File: src/rtl/svmx_pkg.sv
// Shared constants for the server monitor event and pin-function block.
// Assumes a single 50 MHz system clock and an active-low async reset.
package svmx_pkg;
  localparam int NUM_SHARED = 4;
  localparam int NUM_CPU = 2;
  localparam int NUM_VOLT = 16;
  localparam int NUM_TEMP = 3;
  localparam int NUM_ZONE = 4;
  localparam int LUT_STEPS = 13;
  localparam int VID_W = 6;
  localparam int DATA_W = 8;
  localparam int TEMP_W = 9;
  localparam int TACH_W = 8;
  localparam int ADDR_W = 7;
  // Upper five address bits; the low two come from the select pin
  localparam logic [6:0] SLAVE_ADDR_BASE = 7'h2C;
  // Decoded levels of the three-level address-select pin
  localparam logic [1:0] ASEL_LOW = 2'h0;
  localparam logic [1:0] ASEL_MID = 2'h1;
  localparam logic [1:0] ASEL_HIGH = 2'h2;
  // Event vector positions
  localparam int EV_VOLT = 0;
  localparam int EV_TEMP = 1;
  localparam int EV_VRHOT_A = 2;
  localparam int EV_VRHOT_B = 3;
  localparam int EV_TERM_A = 4;
  localparam int EV_TERM_B = 5;
  localparam int EV_PROCESSOR_INTERNAL_ERROR_N_A = 6;
  localparam int EV_PROCESSOR_INTERNAL_ERROR_N_B = 7;
  localparam int EV_THROT_A = 8;
  localparam int EV_THROT_B = 9;
  localparam int EV_VID_A = 10;
  localparam int EV_VID_B = 11;
  localparam int EV_TRIP_A = 12;
  localparam int EV_TRIP_B = 13;
  localparam int NUM_EV = 14;
  localparam logic [NUM_EV-1:0] EV_TRIP_SET = 14'h3000;
  // Timing
  localparam int CLK_MHZ = 50;
  localparam int POR_PULSE_US = 100;
  localparam int PWM_DIV = 4;
  localparam logic [DATA_W-1:0] DUTY_FULL = 8'hFF;
  localparam logic [DATA_W-1:0] DUTY_IDLE = 8'h00;
endpackage

File: src/rtl/svmx_event_io.sv
// Event, pin-function, reset-pin, fan-control and limit logic of a monitor.
// Assumes all pin inputs are synchronous to sys_clk; open-drain pins are
// resolved outside from the _o/_oe pairs.
`timescale 1ns/1ns
module svmx_event_io
  import svmx_pkg::*;
#(
  parameter int POR_CYCLES = POR_PULSE_US * CLK_MHZ
) (
  input wire logic sys_clk,
  input wire logic resetn,
  input wire logic [svmx_pkg::NUM_SHARED-1:0] shared_io_tach_i,
  output logic [svmx_pkg::NUM_SHARED-1:0] shared_io_tach_o,
  output logic [svmx_pkg::NUM_SHARED-1:0] shared_io_tach_oe,
  input wire logic [svmx_pkg::NUM_SHARED-1:0] tach_mode,
  input wire logic [svmx_pkg::NUM_SHARED-1:0] shared_pull_low,
  output logic [svmx_pkg::NUM_SHARED-1:0] shared_in_state,
  output logic [svmx_pkg::NUM_SHARED-1:0][svmx_pkg::TACH_W-1:0] tach_count,
  input wire logic [svmx_pkg::NUM_CPU-1:0] shared_io_trip_i,
  output logic [svmx_pkg::NUM_CPU-1:0] shared_io_trip_o,
  output logic [svmx_pkg::NUM_CPU-1:0] shared_io_trip_oe,
  input wire logic [svmx_pkg::NUM_CPU-1:0] trip_mode,
  input wire logic [svmx_pkg::NUM_CPU-1:0] trip_pull_low,
  input wire logic [svmx_pkg::NUM_CPU-1:0] processor_internal_error_n_i,
  output logic [svmx_pkg::NUM_CPU-1:0] processor_internal_error_n_o,
  output logic [svmx_pkg::NUM_CPU-1:0] processor_internal_error_n_oe,
  input wire logic [svmx_pkg::NUM_CPU-1:0] processor_internal_error_n_mode,
  input wire logic [svmx_pkg::NUM_CPU-1:0] processor_internal_error_n_pull_low,
  input wire logic regulator_hot_cpu_a,
  input wire logic regulator_hot_cpu_b,
  input wire logic term_fuse_chan_a,
  input wire logic term_fuse_chan_b,
  input wire logic [svmx_pkg::NUM_CPU-1:0] term_event_en,
  input wire logic [svmx_pkg::NUM_CPU-1:0] processor_throttle_signal,
  input wire logic [svmx_pkg::VID_W-1:0] voltage_id_input_a,
  input wire logic [svmx_pkg::VID_W-1:0] voltage_id_input_b,
  output logic [svmx_pkg::NUM_CPU-1:0][svmx_pkg::VID_W-1:0] vid_state,
  input wire logic [svmx_pkg::NUM_VOLT-1:0][svmx_pkg::DATA_W-1:0] volt_value,
  input wire logic [svmx_pkg::NUM_VOLT-1:0][svmx_pkg::DATA_W-1:0] volt_low,
  input wire logic [svmx_pkg::NUM_VOLT-1:0][svmx_pkg::DATA_W-1:0] volt_high,
  input wire logic [svmx_pkg::NUM_TEMP-1:0][svmx_pkg::TEMP_W-1:0] temp_value,
  input wire logic [svmx_pkg::NUM_TEMP-1:0][svmx_pkg::DATA_W-1:0] temp_low,
  input wire logic [svmx_pkg::NUM_TEMP-1:0][svmx_pkg::DATA_W-1:0] temp_high,
  input wire logic conv_valid,
  input wire logic limit_clear,
  output logic [svmx_pkg::NUM_VOLT-1:0] volt_status,
  output logic [svmx_pkg::NUM_TEMP-1:0] temp_status,
  output logic [svmx_pkg::NUM_TEMP-1:0][svmx_pkg::DATA_W-1:0] temp_report,
  input wire logic filter_en,
  input wire logic [svmx_pkg::TEMP_W-1:0] zone4_temp,
  input wire logic [svmx_pkg::NUM_ZONE-1:0] zone_sel_a,
  input wire logic [svmx_pkg::NUM_ZONE-1:0] zone_sel_b,
  input wire logic [svmx_pkg::TEMP_W-1:0] lut_base,
  input wire logic [svmx_pkg::TEMP_W-1:0] lut_step,
  input wire logic [svmx_pkg::LUT_STEPS-1:0][svmx_pkg::DATA_W-1:0] lut_duty,
  input wire logic [svmx_pkg::TEMP_W-1:0] boost_temp,
  output logic fan_drive_a_o,
  output logic fan_drive_a_oe,
  output logic fan_drive_b_o,
  output logic fan_drive_b_oe,
  output logic [svmx_pkg::NUM_CPU-1:0][svmx_pkg::DATA_W-1:0] fan_duty,
  input wire logic [svmx_pkg::NUM_EV-1:0] event_mask,
  input wire logic [svmx_pkg::NUM_EV-1:0] event_clear,
  output logic [svmx_pkg::NUM_EV-1:0] event_status,
  input wire logic xor_test_mode,
  output logic alert_or_xor_tree_out_o,
  output logic alert_or_xor_tree_out_oe,
  input wire logic reset_pin_i,
  output logic reset_pin_o,
  output logic reset_pin_oe,
  output logic ext_reset_req,
  input wire logic [1:0] addr_sel_level,
  output logic [svmx_pkg::ADDR_W-1:0] slave_addr,
  input wire logic [svmx_pkg::DATA_W-1:0] smb_addr_byte,
  input wire logic smb_addr_valid,
  output logic smb_addr_hit,
  output logic smb_is_read
);
  import svmx_pkg::*;

  localparam int POR_W = $clog2(POR_CYCLES + 1);

  logic [NUM_SHARED-1:0] shared_prev_reg;
  logic [NUM_SHARED-1:0][TACH_W-1:0] tach_reg;
  logic [NUM_SHARED-1:0] shared_in_reg;
  logic [NUM_EV-1:0] ev_status_reg;
  logic [NUM_EV-1:0] ev_raw;
  logic [NUM_EV-1:0] ev_set;
  logic [NUM_CPU-1:0][VID_W-1:0] vid_reg;
  logic [NUM_CPU-1:0] trip_active;
  logic [POR_W-1:0] por_cnt_reg;
  logic por_done_reg;
  logic [NUM_TEMP-1:0][TEMP_W-1:0] filt_reg;
  logic [NUM_ZONE-1:0][TEMP_W-1:0] zone_temp;
  logic [NUM_CPU-1:0][DATA_W-1:0] duty_reg;
  logic [NUM_CPU-1:0][DATA_W-1:0] duty_next;
  logic [$clog2(PWM_DIV)-1:0] pwm_div_reg;
  logic [DATA_W-1:0] pwm_cnt_reg;
  logic [NUM_CPU-1:0] pwm_high;
  logic xor_result;
  logic alert_active;
  logic [1:0] addr_low;
  logic [ADDR_W-1:0] addr_reg;
  logic addr_hit_reg;
  logic addr_rd_reg;

  // Shared tach / general I/O pins
  assign shared_io_tach_o = '0;
  assign shared_io_tach_oe = shared_pull_low & ~tach_mode;
  assign shared_in_state = shared_in_reg;
  assign tach_count = tach_reg;

  always_ff @(posedge sys_clk or negedge resetn) begin
    if (!resetn) begin
      shared_prev_reg <= '0;
      shared_in_reg <= '0;
      tach_reg <= '0;
    end else begin
      shared_prev_reg <= shared_io_tach_i;
      shared_in_reg <= shared_io_tach_i;
      for (int i = 0; i < NUM_SHARED; i++) begin
        if (tach_mode[i] && shared_prev_reg[i] && !shared_io_tach_i[i]) begin
          tach_reg[i] <= tach_reg[i] + 8'h01;
        end
      end
    end
  end

  // Trip and internal-error pins, both active low
  assign shared_io_trip_o = '0;
  assign shared_io_trip_oe = trip_pull_low & ~trip_mode;
  assign processor_internal_error_n_o = '0;
  assign processor_internal_error_n_oe = processor_internal_error_n_pull_low & ~processor_internal_error_n_mode;
  assign trip_active = trip_mode & ~shared_io_trip_i;

  // Voltage-id sampling
  assign vid_state = vid_reg;

  always_ff @(posedge sys_clk or negedge resetn) begin
    if (!resetn) begin
      vid_reg <= '0;
    end else begin
      vid_reg[0] <= voltage_id_input_a;
      vid_reg[1] <= voltage_id_input_b;
    end
  end

  // Raw error events
  always_comb begin
    ev_raw = '0;
    ev_raw[EV_VOLT] = |volt_status;
    ev_raw[EV_TEMP] = |temp_status;
    ev_raw[EV_VRHOT_A] = regulator_hot_cpu_a;
    ev_raw[EV_VRHOT_B] = regulator_hot_cpu_b;
    ev_raw[EV_TERM_A] = term_event_en[0] & term_fuse_chan_a;
    ev_raw[EV_TERM_B] = term_event_en[1] & term_fuse_chan_b;
    ev_raw[EV_PROCESSOR_INTERNAL_ERROR_N_A] = processor_internal_error_n_mode[0] & ~processor_internal_error_n_i[0];
    ev_raw[EV_PROCESSOR_INTERNAL_ERROR_N_B] = processor_internal_error_n_mode[1] & ~processor_internal_error_n_i[1];
    ev_raw[EV_THROT_A] = processor_throttle_signal[0];
    ev_raw[EV_THROT_B] = processor_throttle_signal[1];
    ev_raw[EV_VID_A] = (voltage_id_input_a != vid_reg[0]);
    ev_raw[EV_VID_B] = (voltage_id_input_b != vid_reg[1]);
    ev_raw[EV_TRIP_A] = trip_active[0];
    ev_raw[EV_TRIP_B] = trip_active[1];
  end

  // An active trip lets only trip events through
  assign ev_set = (|trip_active) ? (ev_raw & EV_TRIP_SET) : ev_raw;
  assign event_status = ev_status_reg;

  // Sticky status; a new event wins over a clear
  always_ff @(posedge sys_clk or negedge resetn) begin
    if (!resetn) begin
      ev_status_reg <= '0;
    end else begin
      ev_status_reg <= (ev_status_reg & ~event_clear) | ev_set;
    end
  end

  // Alert pin, reused as XOR-tree output in test mode
  assign xor_result = ^{shared_io_tach_i, shared_io_trip_i,
                        processor_internal_error_n_i, regulator_hot_cpu_a,
                        regulator_hot_cpu_b, term_fuse_chan_a,
                        term_fuse_chan_b, processor_throttle_signal,
                        voltage_id_input_a, voltage_id_input_b,
                        reset_pin_i};
  assign alert_active = |(ev_status_reg & ~event_mask);
  assign alert_or_xor_tree_out_o = 1'b0;
  assign alert_or_xor_tree_out_oe = xor_test_mode ? ~xor_result
                                                  : alert_active;

  // Power-up reset pulse, then the pin becomes an input
  always_ff @(posedge sys_clk or negedge resetn) begin
    if (!resetn) begin
      por_cnt_reg <= '0;
      por_done_reg <= 1'b0;
    end else if (!por_done_reg) begin
      if (por_cnt_reg == POR_W'(POR_CYCLES - 1)) begin
        por_done_reg <= 1'b1;
      end else begin
        por_cnt_reg <= por_cnt_reg + 1'b1;
      end
    end
  end

  assign reset_pin_o = 1'b0;
  assign reset_pin_oe = ~por_done_reg;
  assign ext_reset_req = por_done_reg & ~reset_pin_i;

  // Limit comparators, one per monitored value
  for (genvar v = 0; v < NUM_VOLT; v++) begin : g_volt
    svmx_limit_cmp #(.W(DATA_W)) u_cmp (
      .sys_clk(sys_clk),
      .resetn(resetn),
      .value(volt_value[v]),
      .value_valid(conv_valid),
      .limit_low(volt_low[v]),
      .limit_high(volt_high[v]),
      .flag_clear(limit_clear),
      .flag(volt_status[v])
    );
  end

  for (genvar t = 0; t < NUM_TEMP; t++) begin : g_temp
    svmx_limit_cmp #(.W(DATA_W)) u_cmp (
      .sys_clk(sys_clk),
      .resetn(resetn),
      .value(temp_report[t]),
      .value_valid(conv_valid),
      .limit_low(temp_low[t]),
      .limit_high(temp_high[t]),
      .flag_clear(limit_clear),
      .flag(temp_status[t])
    );
    assign temp_report[t] = temp_value[t][TEMP_W-1:1];
  end

  // Temperature filter for fan control
  always_ff @(posedge sys_clk or negedge resetn) begin
    if (!resetn) begin
      filt_reg <= '0;
    end else if (conv_valid) begin
      for (int t = 0; t < NUM_TEMP; t++) begin
        if (filter_en) begin
          filt_reg[t] <= TEMP_W'(({2'b00, filt_reg[t]} * 11'h003
                         + {2'b00, temp_value[t]}) >> 2);
        end else begin
          filt_reg[t] <= temp_value[t];
        end
      end
    end
  end

  assign zone_temp = {zone4_temp, filt_reg[2], filt_reg[1], filt_reg[0]};

  // Lookup-table duty per fan output
  always_comb begin
    logic [TEMP_W-1:0] hot;
    logic [NUM_ZONE-1:0] sel;
    logic [TEMP_W+3:0] thr;
    logic [3:0] idx;
    duty_next = '0;
    hot = '0;
    sel = '0;
    thr = '0;
    idx = '0;
    for (int f = 0; f < NUM_CPU; f++) begin
      sel = (f == 0) ? zone_sel_a : zone_sel_b;
      hot = '0;
      for (int z = 0; z < NUM_ZONE; z++) begin
        if (sel[z] && zone_temp[z] > hot) begin
          hot = zone_temp[z];
        end
      end
      idx = '0;
      for (int s = 0; s < LUT_STEPS; s++) begin
        thr = {4'h0, lut_base} + 13'(s) * {4'h0, lut_step};
        if ({4'h0, hot} >= thr) begin
          idx = 4'(s + 1);
        end
      end
      if (sel != '0 && hot >= boost_temp) begin
        duty_next[f] = DUTY_FULL;
      end else if (sel == '0 || idx == 4'h0) begin
        duty_next[f] = DUTY_IDLE;
      end else begin
        duty_next[f] = lut_duty[idx - 4'h1];
      end
    end
  end

  always_ff @(posedge sys_clk or negedge resetn) begin
    if (!resetn) begin
      duty_reg <= '0;
    end else begin
      duty_reg <= duty_next;
    end
  end

  // PWM generation
  always_ff @(posedge sys_clk or negedge resetn) begin
    if (!resetn) begin
      pwm_div_reg <= '0;
      pwm_cnt_reg <= '0;
    end else begin
      pwm_div_reg <= pwm_div_reg + 1'b1;
      if (pwm_div_reg == '1) begin
        pwm_cnt_reg <= pwm_cnt_reg + 8'h01;
      end
    end
  end

  for (genvar f = 0; f < NUM_CPU; f++) begin : g_pwm
    assign pwm_high[f] = (duty_reg[f] == DUTY_FULL) ||
                         (pwm_cnt_reg < duty_reg[f]);
  end

  assign fan_duty = duty_reg;
  assign fan_drive_a_o = 1'b0;
  assign fan_drive_b_o = 1'b0;
  assign fan_drive_a_oe = ~pwm_high[0];
  assign fan_drive_b_oe = ~pwm_high[1];

  // Slave address from the select pin, and address-phase match
  always_comb begin
    case (addr_sel_level)
      ASEL_LOW: addr_low = 2'h0;
      ASEL_MID: addr_low = 2'h1;
      ASEL_HIGH: addr_low = 2'h2;
      default: addr_low = 2'h0;
    endcase
  end

  always_ff @(posedge sys_clk or negedge resetn) begin
    if (!resetn) begin
      addr_reg <= SLAVE_ADDR_BASE;
      addr_hit_reg <= 1'b0;
      addr_rd_reg <= 1'b0;
    end else begin
      addr_reg <= {SLAVE_ADDR_BASE[6:2], addr_low};
      addr_hit_reg <= smb_addr_valid &&
                      smb_addr_byte[7:1] == addr_reg;
      addr_rd_reg <= smb_addr_valid && smb_addr_byte[0];
    end
  end

  assign slave_addr = addr_reg;
  assign smb_addr_hit = addr_hit_reg;
  assign smb_is_read = addr_rd_reg;
endmodule

File: src/rtl/svmx_limit_cmp.sv
// Window comparator with a sticky out-of-limit flag.
// Assumes value, limits and clear are synchronous to sys_clk.
`timescale 1ns/1ns
module svmx_limit_cmp #(
  parameter int W = 8
) (
  input wire logic sys_clk,
  input wire logic resetn,
  input wire logic [W-1:0] value,
  input wire logic value_valid,
  input wire logic [W-1:0] limit_low,
  input wire logic [W-1:0] limit_high,
  input wire logic flag_clear,
  output logic flag
);
  logic flag_reg;
  logic out_of_range;

  assign out_of_range = value_valid &&
                        (value < limit_low || value > limit_high);
  assign flag = flag_reg;

  // Set wins over a clear in the same cycle
  always_ff @(posedge sys_clk or negedge resetn) begin
    if (!resetn) begin
      flag_reg <= 1'b0;
    end else if (out_of_range) begin
      flag_reg <= 1'b1;
    end else if (flag_clear) begin
      flag_reg <= 1'b0;
    end
  end
endmodule

File: config.mk
export PLATFORM = sky130hd
export DESIGN_NAME = svmx_event_io
export DESIGN_NICKNAME = d
export VERILOG_FILES = /design/src/rtl/svmx_pkg.sv /design/src/rtl/svmx_event_io.sv /design/src/rtl/svmx_limit_cmp.sv
export SDC_FILE = /design/constraint.sdc
export NUM_CORES = 1
export LEC_CHECK = 0
export CORE_AREA = 2 2 329 331
export DETAILED_ROUTE_END_ITERATION = 10
export DIE_AREA = 0 0 331 333
export DONT_BUFFER_PORTS = 1
export PLACE_DENSITY = 0.43
export SLEW_MARGIN = 0
export SYNTH_ARGS = -nofsm -noshare
export SYNTH_HDL_FRONTEND = slang
export SYNTH_SLANG_ARGS = --single-unit
File: constraint.sdc
create_clock -name sys_clk -period 10.71 [get_ports sys_clk]
set_input_delay 1.6065 -clock sys_clk [delete_from_list [all_inputs] [get_ports sys_clk]]
set_output_delay 1.6065 -clock sys_clk [all_outputs]
set_load 0.005 [all_outputs]
Word level (Yosys, flattened, before mapping)
Index checks and enable logic that the tools add are counted.

storage, ports and cells
  bits in registers = 152
  output and inout bits = 155
  logic and storage cells = 353
  input bits = 697

operators by class
  reduce and logical (&&, ||, !) cells = 97
  bitwise gates (word level) = 26
  equality and inequality tests = 9
  multiplexer cells = 70
  add/subtract/negate cells = 24
  order comparisons = 77
  $mul = 11

operator list
  operator                                           number
  greater-or-equal comparator 9 x 13 -> 1 bit        20
  less-than comparator 8 bit                         21
  greater-than comparator 8 bit                      19
  two-way mux 9 bit                                  11
  two-way mux 4 bit                                  20
  binary-select mux 8 bit (select 4 bit)             2
  greater-than comparator 9 bit                      6
  adder 9 x 12 -> 13 bit                             4
  adder 9 x 13 -> 13 bit                             4
  two-way mux 8 bit                                  6
  adder 8 x 1 -> 8 bit, second input constant        5
  logical AND 1 bit                                  39
  nonzero test 2 bit                                 19
  greater-or-equal comparator 9 bit                  4
  multiplier 3 x 9 -> 12 bit, first input constant   3
  adder 11 x 9 -> 11 bit                             3
  multiplier 2 x 9 -> 11 bit, first input constant   3
  multiplier 9 x 2 -> 11 bit, second input constant  3
  bitwise AND 14 bit                                 2
  inverter 14 bit                                    2
  parity 27 bit                                      1
  multiplier 4 x 9 -> 13 bit, first input constant   2
  two-way mux 1 bit                                  25
  adder 9 x 11 -> 12 bit                             2
  other kinds (36)                                   88

Logic depth before layout (Yosys ltp)
Gate-level depths: netlist of run 1.

  depth in word-level cells = 31
  gate-level depth with buffers = 73
  mapped depth without buffers = 68

Hierarchy
From an unflattened synthesis of run 1, not the netlist that was laid out.

second synthesis, totals
  cells, all modules = 3512
  area total of the unflattened synthesis = 30222.7 um^2

by module, submodules not included
  module          cells an instance  area an instance (um^2)  times used  sequential area each (um^2)
  svmx_event_io   2486               22235.1                  1           3328.2
  svmx_limit_cmp  54                 420.4                    19          25.0

Worst setup path after synthesis of run 1
Ideal clock, no wire load.

  path type = input to register
  start = input zone_sel_b[0] in the netlist's numbering
  end = register duty_reg (netlist bit fan_duty[14])
  required time = 10623 ps
  arrival time = 12566 ps
  setup slack = -1943 ps
  buffers on the path = 4
  stages on the path = 65
  library setup time = 87 ps
  cell sequence = o21a_1 nand2_1 ha_1 nor2b_1 o21a_1 o21a_1 o21ai_0 nand2b_1 a21oi_1 nor2b_1 o21ai_0 nand2b_1 a21oi_1 nor2_1 clkbuf_1 nand2_1 o21ai_0 inv_1 [... 29 more ...] a21o_1 a21o_1 a21o_1 a21oi_1 nor2b_1 o21ai_0 a21oi_1 o22ai_1 a21oi_1 o41a_1 clkinv_1 clkbuf_1 clkbuf_1 ha_1 xor2_1 nor4b_1 o211ai_1 o211ai_1

RTL lines
  element               line                  text
  from (decl)           svmx_event_io.sv:52   input wire logic [svmx_pkg::NUM_ZONE-1:0] zone_sel_b,
  to (signal assigned)  svmx_event_io.sv:296  duty_reg <= duty_next;
  to (decl)             svmx_event_io.sv:95   logic [NUM_CPU-1:0][DATA_W-1:0] duty_reg;

==> metrics.md, run 1 <==
| Metric | Value |
|---|---|
| Setup Skew | 14.93 ps |
| Area Overhead vs Synth | 14.80% |
| Startpoint class of the critical path | input pin |
| Share of cells above drive strength 1 | 0.1144 |
| Slowest stage cell on the critical path | ha_4 |
| Initial core utilization | 0.2812 |
| Crit path max fanout | 8 |
| Synth area leaders | ha_1 30%, dfrtp_1 13%, inv_1 6.8%, fa_1 5.9%, a21oi_1 4.4% |
| First-pass GRT wire length | 184,800 um |
| Outcome | complete, but fails checks |
| Fmax | 92.89 MHz |
| CP Class | input pin to flip-flop |
| Register-to-Register Path Depth | 66 |
| Yosys warning count | 0 |
| Final ANT Viol Nets | 0 |
| Ys async rst share | 1.000 |
| CTS tree | yes |
| Routed len/inst | 25.73 um |
| Row count | 120 |
| Via count | 25,500 |
| Hold path depth | 1 |
| R2R Path Start | filt_reg[0] |
| Util after Layout | 0.3228 |
| Drt drc | 1 |
| Synth Instances | 3,515 |
| Hold_sp | pwm_div_reg[0] |
| Worst-path clk slew | 70 ps |
| Main synth FF type | dfrtp_1 |
| IO Count | 852 |
| Gr usage total | 0.2328 |
| Avg Inst Size Synth | 8.527 um^2 |
| Slowest cell delay on critical path | 390 ps |
| Vias in the first global route | 25,190 |
| Cell Pwr Density | about 370 nW/um^2 |
| Vias/cell | about 5.0 |
| Die width | 331 um |
| Initial antenna violation count | 40 |
| Slew Limit Headroom | 0.3266 |
| Hold EP | pwm_div_reg[0] |
| Cell accounting for the most synthesized area | ha_1 |
| Worst Hold Class | flip-flop to flip-flop |
| FF-to-FF End | fan_duty[11] |
| Yosys cell types | about 90 |
| Synthesis-stage register bit count | 152 |
| Sequential area share after synthesis | 0.1269 |
| CP arrival | 11,100 ps |
| Most frequent cells in the layout | 712 x ha_1, 545 x inv_1, 248 x a21oi_1 |
| Post-DP HPWL | between 100,000 and 150,000 um |
| Max VDD drop | 0.3695 mV |
| Worst skew pair latency | 470 ps |
| Final slew viol count | 0 |
| Mapped cell area | around 30,000 um^2 |
| Port bufs | 0 |
| Die Area | 110,200 um^2 |
| Final layout net count | 5,182 |
| Failing checks | DRC, setup timing |
| Crit end category | flip-flop |
| Number of synthesized flops with an enable pin | 0 |
| FF/Latch Area | 3804 um^2 |
| H-tree levels | 4 |
| CTS root buffer | clkbuf_16 |
| FILL cells | roughly 11,000 |
| Final Setup Violations | 6 |
| Share of Yosys cell area claimed by the top area cell type | 0.3014 |
| Total gr overflow | 0 |
| Initial DRC count | 1,179 |
| Max_cap viols | 0 |
| Total clock buffers created by CTS | 17 |
| Final period util | 1.005 |
| R2R setup slack | ~130 ps |
| Clock tree sinks | 152 |
| Dpl cells | around 5,000 |
| Leakage | 0.01768 uW |
| Max reg flops | 32 |
| Total negative slack | -156.0 ps |
| Hold Buf Count CTS | 0 |
| Worst path most repeated cell | a21oi_2 |
| WL final | 131,800 um |
| Crit path time final | 10,770 ps |
| Largest net degree at the start of global routing | approximately 150 |
| Worst-margin pin slew | 1002 ps |
| Cell Count, Final, Fillers Out | about 5,000 |
| RePlAce Congestion | 1.018 |
| CORE AREA | between 100,000 and 150,000 um^2 |
| RSZ-0062 raised after global routing | true |
| Die Y | 333 um |
| Worst setup margin | -55.51 ps |
| Worst Path Required | approximately 11,000 ps |
| CTS Buffer Depth | 2 |
| Final hold vios | 0 |
| Area of the multi-input gates | 24,230 um^2 |
| DR pass1 iterations | 8 |
| Commonest non-fill, non-tap cell in the layout | ha_1 |
-- layer usage --
metal | routed length (um) | up-vias | track usage
met3 | 12100 | 134 | 0.08767
met5 | 185 | - | 0
li1 | - | 12660 | -
met4 | 3293 | 30 | 0.06805
met1 | 53960 | 11950 | 0.2744
met2 | 62290 | 727 | 0.3899
-- kinds of logic after synthesis --
group	count (synthesis)	share of synthesized area
XOR/XNOR	189	0.05548
adder cells (fa/ha/maj)	812	0.3608
flip-flops	152	0.1269
AND/OR/NAND/NOR	688	0.1233
multiplexers	126	0.05706
other	2	0.0002506
AO/OA/AOI/OAI	896	0.1866
buffers and inverters	650	0.08958
-- critical path, delay by kind of cell --
kind,cells,cell delay [ps]
fa+ha+maj,5,1440
compound gates,36,5750
mux,2,460
simple gates,16,1270
buf+inv,4,510
-- cell usage after synthesis, types with 72 or more instances --
cell type	count
a21o_1	140
a21oi_1	264
dfrtp_1	152
fa_1	88
ha_1	722
inv_1	546
mux2i_1	72
nand2_1	125
nand2b_1	117
nor2_1	113
nor2b_1	118
o21ai_0	229
xnor2_1	131
-- metrics by stage --
step | setup WS, ps | power, uW | instance area, um^2 | hold slack, ps
2_1_floorplan | -106.6 | 7817 | 30400 | 400.6
3_3_place_gp | -631.6 | 11080 | 33070 | 415.7
3_5_place_dp | -620.3 | 11160 | 33070 | 420.0
4_1_cts | -1.677 | 11930 | 33680 | 434.2
5_1_grt | -542.0 | 13960 | 34370 | 444.1
6_report | -55.51 | 12740 | 34410 | 428.9
-- final cells by class --
class	count	share of cell area
Clock buffer	18	0.01247
Sequential cell	152	0.1105
Multi-Input combinational cell	2729	0.7042
Inverter	549	0.05993
Antenna cell	33	0.002400
Clock inverter	14	0.004473
Tap cell	1403	0.05102
Timing Repair Buffer	226	0.05498
-- timing repair --
| item | CTS | global route |
|---|---|---|
| gates cloned | 0 | 2 |
| setup endpoints to repair | 15 | 16 |
| buffers inserted | 0 | 16 |
| gates resized for setup | 9 | 101 |
| pin swaps | 0 | 56 |
-- worst max-delay path by stage --
stage	from	endpoint	slack [ps]	cells past startpoint
6_report	zone_sel_b[0]	fan_duty[11]	-60	63
2_1_floorplan	zone_sel_b[0]	fan_duty[10]	-110	68
3_3_place_gp	zone_sel_a[0]	fan_duty[7]	-630	53
4_1_cts	zone_sel_b[0]	fan_duty[12]	-2	62
5_1_grt	zone_sel_b[0]	fan_duty[9]	-540	63
3_5_place_dp	zone_sel_a[0]	fan_duty[7]	-620	53
-- power by group --
| group | internal [uW] | switching, uW |
|---|---|---|
| Combinational | 5580 | 5560 |
| Clock | 331 | 296 |
| Sequential | 737 | 241 |
Note: power is estimated with default switching activity, not from simulation.
==> run 2: changes to the inputs <==
--- a/config.mk
+++ b/config.mk
@@ -9,7 +9,6 @@
 export DETAILED_ROUTE_END_ITERATION = 10
 export DIE_AREA = 0 0 331 333
 export DONT_BUFFER_PORTS = 1
-export PLACE_DENSITY = 0.43
 export SLEW_MARGIN = 0
 export SYNTH_ARGS = -nofsm -noshare
 export SYNTH_HDL_FRONTEND = slang
==> metrics.md, run 2 (synthesized netlist as in run 1, its figures left out) <==
| Metric | Value |
|---|---|
| Row count | 120 (unchanged) |
| Initial antenna violation count | 74 (was 40) |
| IO Count | 852 (unchanged) |
| Dpl cells | 5,014 (was 5,041) |
| Leakage | 0.01748 uW (was 0.01768 uW) |
| Final ANT Viol Nets | 0 (unchanged) |
| Hold path depth | 1 (unchanged) |
| Max VDD drop | 0.3202 mV (was 0.3695 mV) |
| Most frequent cells in the layout | 717 x ha_1, 545 x inv_1, 250 x a21oi_1 (was 712 x ha_1, 545 x inv_1, 248 x a21oi_1) |
| Setup Skew | 16.71 ps (was 14.93 ps) |
| RePlAce Congestion | 1.009 (was 1.018) |
| Max reg flops | 32 (unchanged) |
| RSZ-0062 raised after global routing | true (unchanged) |
| Outcome | complete, no violations (was complete, but fails checks) |
| NetSw | 5915 uW (was 6096 uW) |
| WL final | 146,200 um (was 131,800 um) |
| R2R setup slack | 410 ps (was 130 ps) |
| Switching share of power | 0.4810 (was 0.4784) |
| Total negative slack | 0 ps (was -156.0 ps) |
| Worst setup margin | 211.5 ps (was -55.51 ps) |
| Register-to-Register Path Depth | 67 (was 66) |
| Gr usage total | 0.2596 (was 0.2328) |
| Area Overhead vs Synth | 13.34% (was 14.80%) |
| Pre-CTS setup slack | -494.1 ps (was -620.3 ps) |
| Via count | 26,550 (was 25,500) |
| Final hold vios | 0 (unchanged) |
| CTS root buffer | clkbuf_16 (unchanged) |
| Die Y | 333 um (unchanged) |
| CTS tree | yes (unchanged) |
| CORE AREA | 106,600 um^2 (unchanged) |
| Max_cap viols | 0 (unchanged) |
| Fmax | 95.25 MHz (was 92.89 MHz) |
| Hold EP | pwm_div_reg[0] (unchanged) |
| R2R Path Start | filt_reg[4] (was filt_reg[0]) |
| CTS Buffer Depth | 2 (unchanged) |
| FILL cells | 11,130 (was 11,300) |
| Die width | 331 um (unchanged) |
| Slowest stage cell on the critical path | a221o_2 (was ha_4) |
| Drt drc | 0 (was 1) |
| Clock tree sinks | 152 (unchanged) |
| Share of cells above drive strength 1 | 0.09970 (was 0.1144) |
| Crit path time final | 10,500 ps (was 10,770 ps) |
| Initial DRC count | 1,949 (was 1,179) |
| Worst Path Required | 11,050 ps (about the same) |
| Final period util | 0.9803 (was 1.005) |
| Total gr overflow | 0 (unchanged) |
| Initial core utilization | 0.2812 (unchanged) |
| Startpoint class of the critical path | input pin (unchanged) |
| Cell internal pwr | 6382 uW (was 6647 uW) |
| Worst-path clk slew | 70 ps (about the same) |
| Port bufs | 0 (unchanged) |
| FF-to-FF End | fan_duty[11] (unchanged) |
| Worst skew pair latency | 490 ps (was 470 ps) |
| Total clock buffers created by CTS | 17 (unchanged) |
| Final Setup Violations | 0 (was 6) |
| Critical path buffer and inverter count | 6 (was 4) |
| H-tree levels | 4 (unchanged) |
| Vias in the first global route | 25,400 (was 25,190) |
| Crit path max fanout | 14 (was 8) |
| Crit end category | flip-flop (unchanged) |
| Slew Limit Headroom | 0.2970 (was 0.3266) |
| Commonest non-fill, non-tap cell in the layout | ha_1 (unchanged) |
| Clock share of power | 0.056 (was 0.049) |
| Final layout net count | 5,145 (was 5,182) |
| Area of the multi-input gates | 23,970 um^2 (was 24,230 um^2) |
| Vias/cell | 5.195 (was 4.976) |
| Final slew viol count | 0 (unchanged) |
| CP Class | input pin to flip-flop (unchanged) |
| Logic pwr share | 0.861 (was 0.874) |
| Hold_sp | pwm_div_reg[0] (unchanged) |
| First-pass GRT wire length | 199,100 um (was 184,800 um) |
| DR pass1 iterations | 5 (was 8) |
| Post-DP HPWL | 130,100 um (was 115,000 um) |
| Worst path most repeated cell | a21o_1 (was a21oi_2) |
| Reg power frac | 0.083 (was 0.077) |
| Worst Hold Class | flip-flop to flip-flop (unchanged) |
| CP delay by family, top | compound AO/OA/AOI/OAI gates (unchanged) |
| Routed len/inst | 28.61 um (was 25.73 um) |
| FF/Latch Area | 3804 um^2 (unchanged) |
| Worst-margin pin slew | 1046 ps (was 1002 ps) |
| Cell Pwr Density | 362.0 nW/um^2 (was 370.3 nW/um^2) |
| Cell Count, Final, Fillers Out | 5,110 (was 5,124) |
| Largest net degree at the start of global routing | 153 (unchanged) |
| CP arrival | 10,840 ps (was 11,100 ps) |
| Slowest cell delay on critical path | 430 ps (was 390 ps) |
| Die Area | 110,200 um^2 (unchanged) |
## run 2: cell count changes in the layout (fill, tap and decap cells not counted), sizes merged
cell / delta
buf: -35
diode: +23
bufinv: +1
clkbuf: -1
clkinvlp: -1
o21ba: -1
## run 2: metrics by stage
stage                     cell area (um^2)  power (uW)  utilization  hold slack, ps
after floorplan                      30400        7817            -           400.6
after global placement               32930       10950       0.3089           419.1
after detailed placement             32930       11100       0.3089           426.0
after CTS                            33570       11890       0.3149           436.7
after global routing                 33880       13400       0.3179           466.6
final                                33970       12300       0.3187           430.2
## run 2: area by class of cell
cell class / count / area share
antenna: 56 / 0.004125
inverter: 549 / 0.06077
sequential: 152 / 0.1120
tap: 1403 / 0.05167
clock inverter: 14 / 0.005672
timing repair buffer: 190 / 0.04729
clock buffer: 18 / 0.01293
multi-input combinational: 2728 / 0.7056
## run 2: worst max path at each step
stage / start / endpoint / cells after the start
after floorplan: zone_sel_b[0] / fan_duty[10] / 68
after global placement: zone_sel_a[0] / fan_duty[0] / 46
after detailed placement: zone_sel_a[0] / fan_duty[0] / 46
after CTS: zone_sel_a[0] / fan_duty[0] / 47
after global routing: zone_sel_b[0] / fan_duty[8] / 66
final: zone_sel_a[0] / fan_duty[0] / 47
## run 2: timing repair
item,in CTS,in global routing
hold buffers,0,0
setup buffers,0,8
endpoints found under the setup margin,1,16
gates resized for setup,1,51
pin swaps,0,35
## run 2: power groups by stage
| stage | registers [uW] | logic [uW] | clock network [uW] |
|---|---|---|---|
| 2_1_floorplan | 909 | 6910 | 0 |
| 3_3_place_gp | 1030 | 9920 | 0 |
| 3_5_place_dp | 1030 | 10100 | 0 |
| 4_1_cts | 1020 | 10200 | 714 |
| 5_1_grt | 1040 | 11600 | 731 |
| 6_report | 1020 | 10600 | 688 |
## run 2: metal layers
metal,part of all wire,global-route usage
met4,0.044,0.1118
met5,0.0026,0
met1,0.39,0.3106
met3,0.14,0.1337
met2,0.42,0.3861
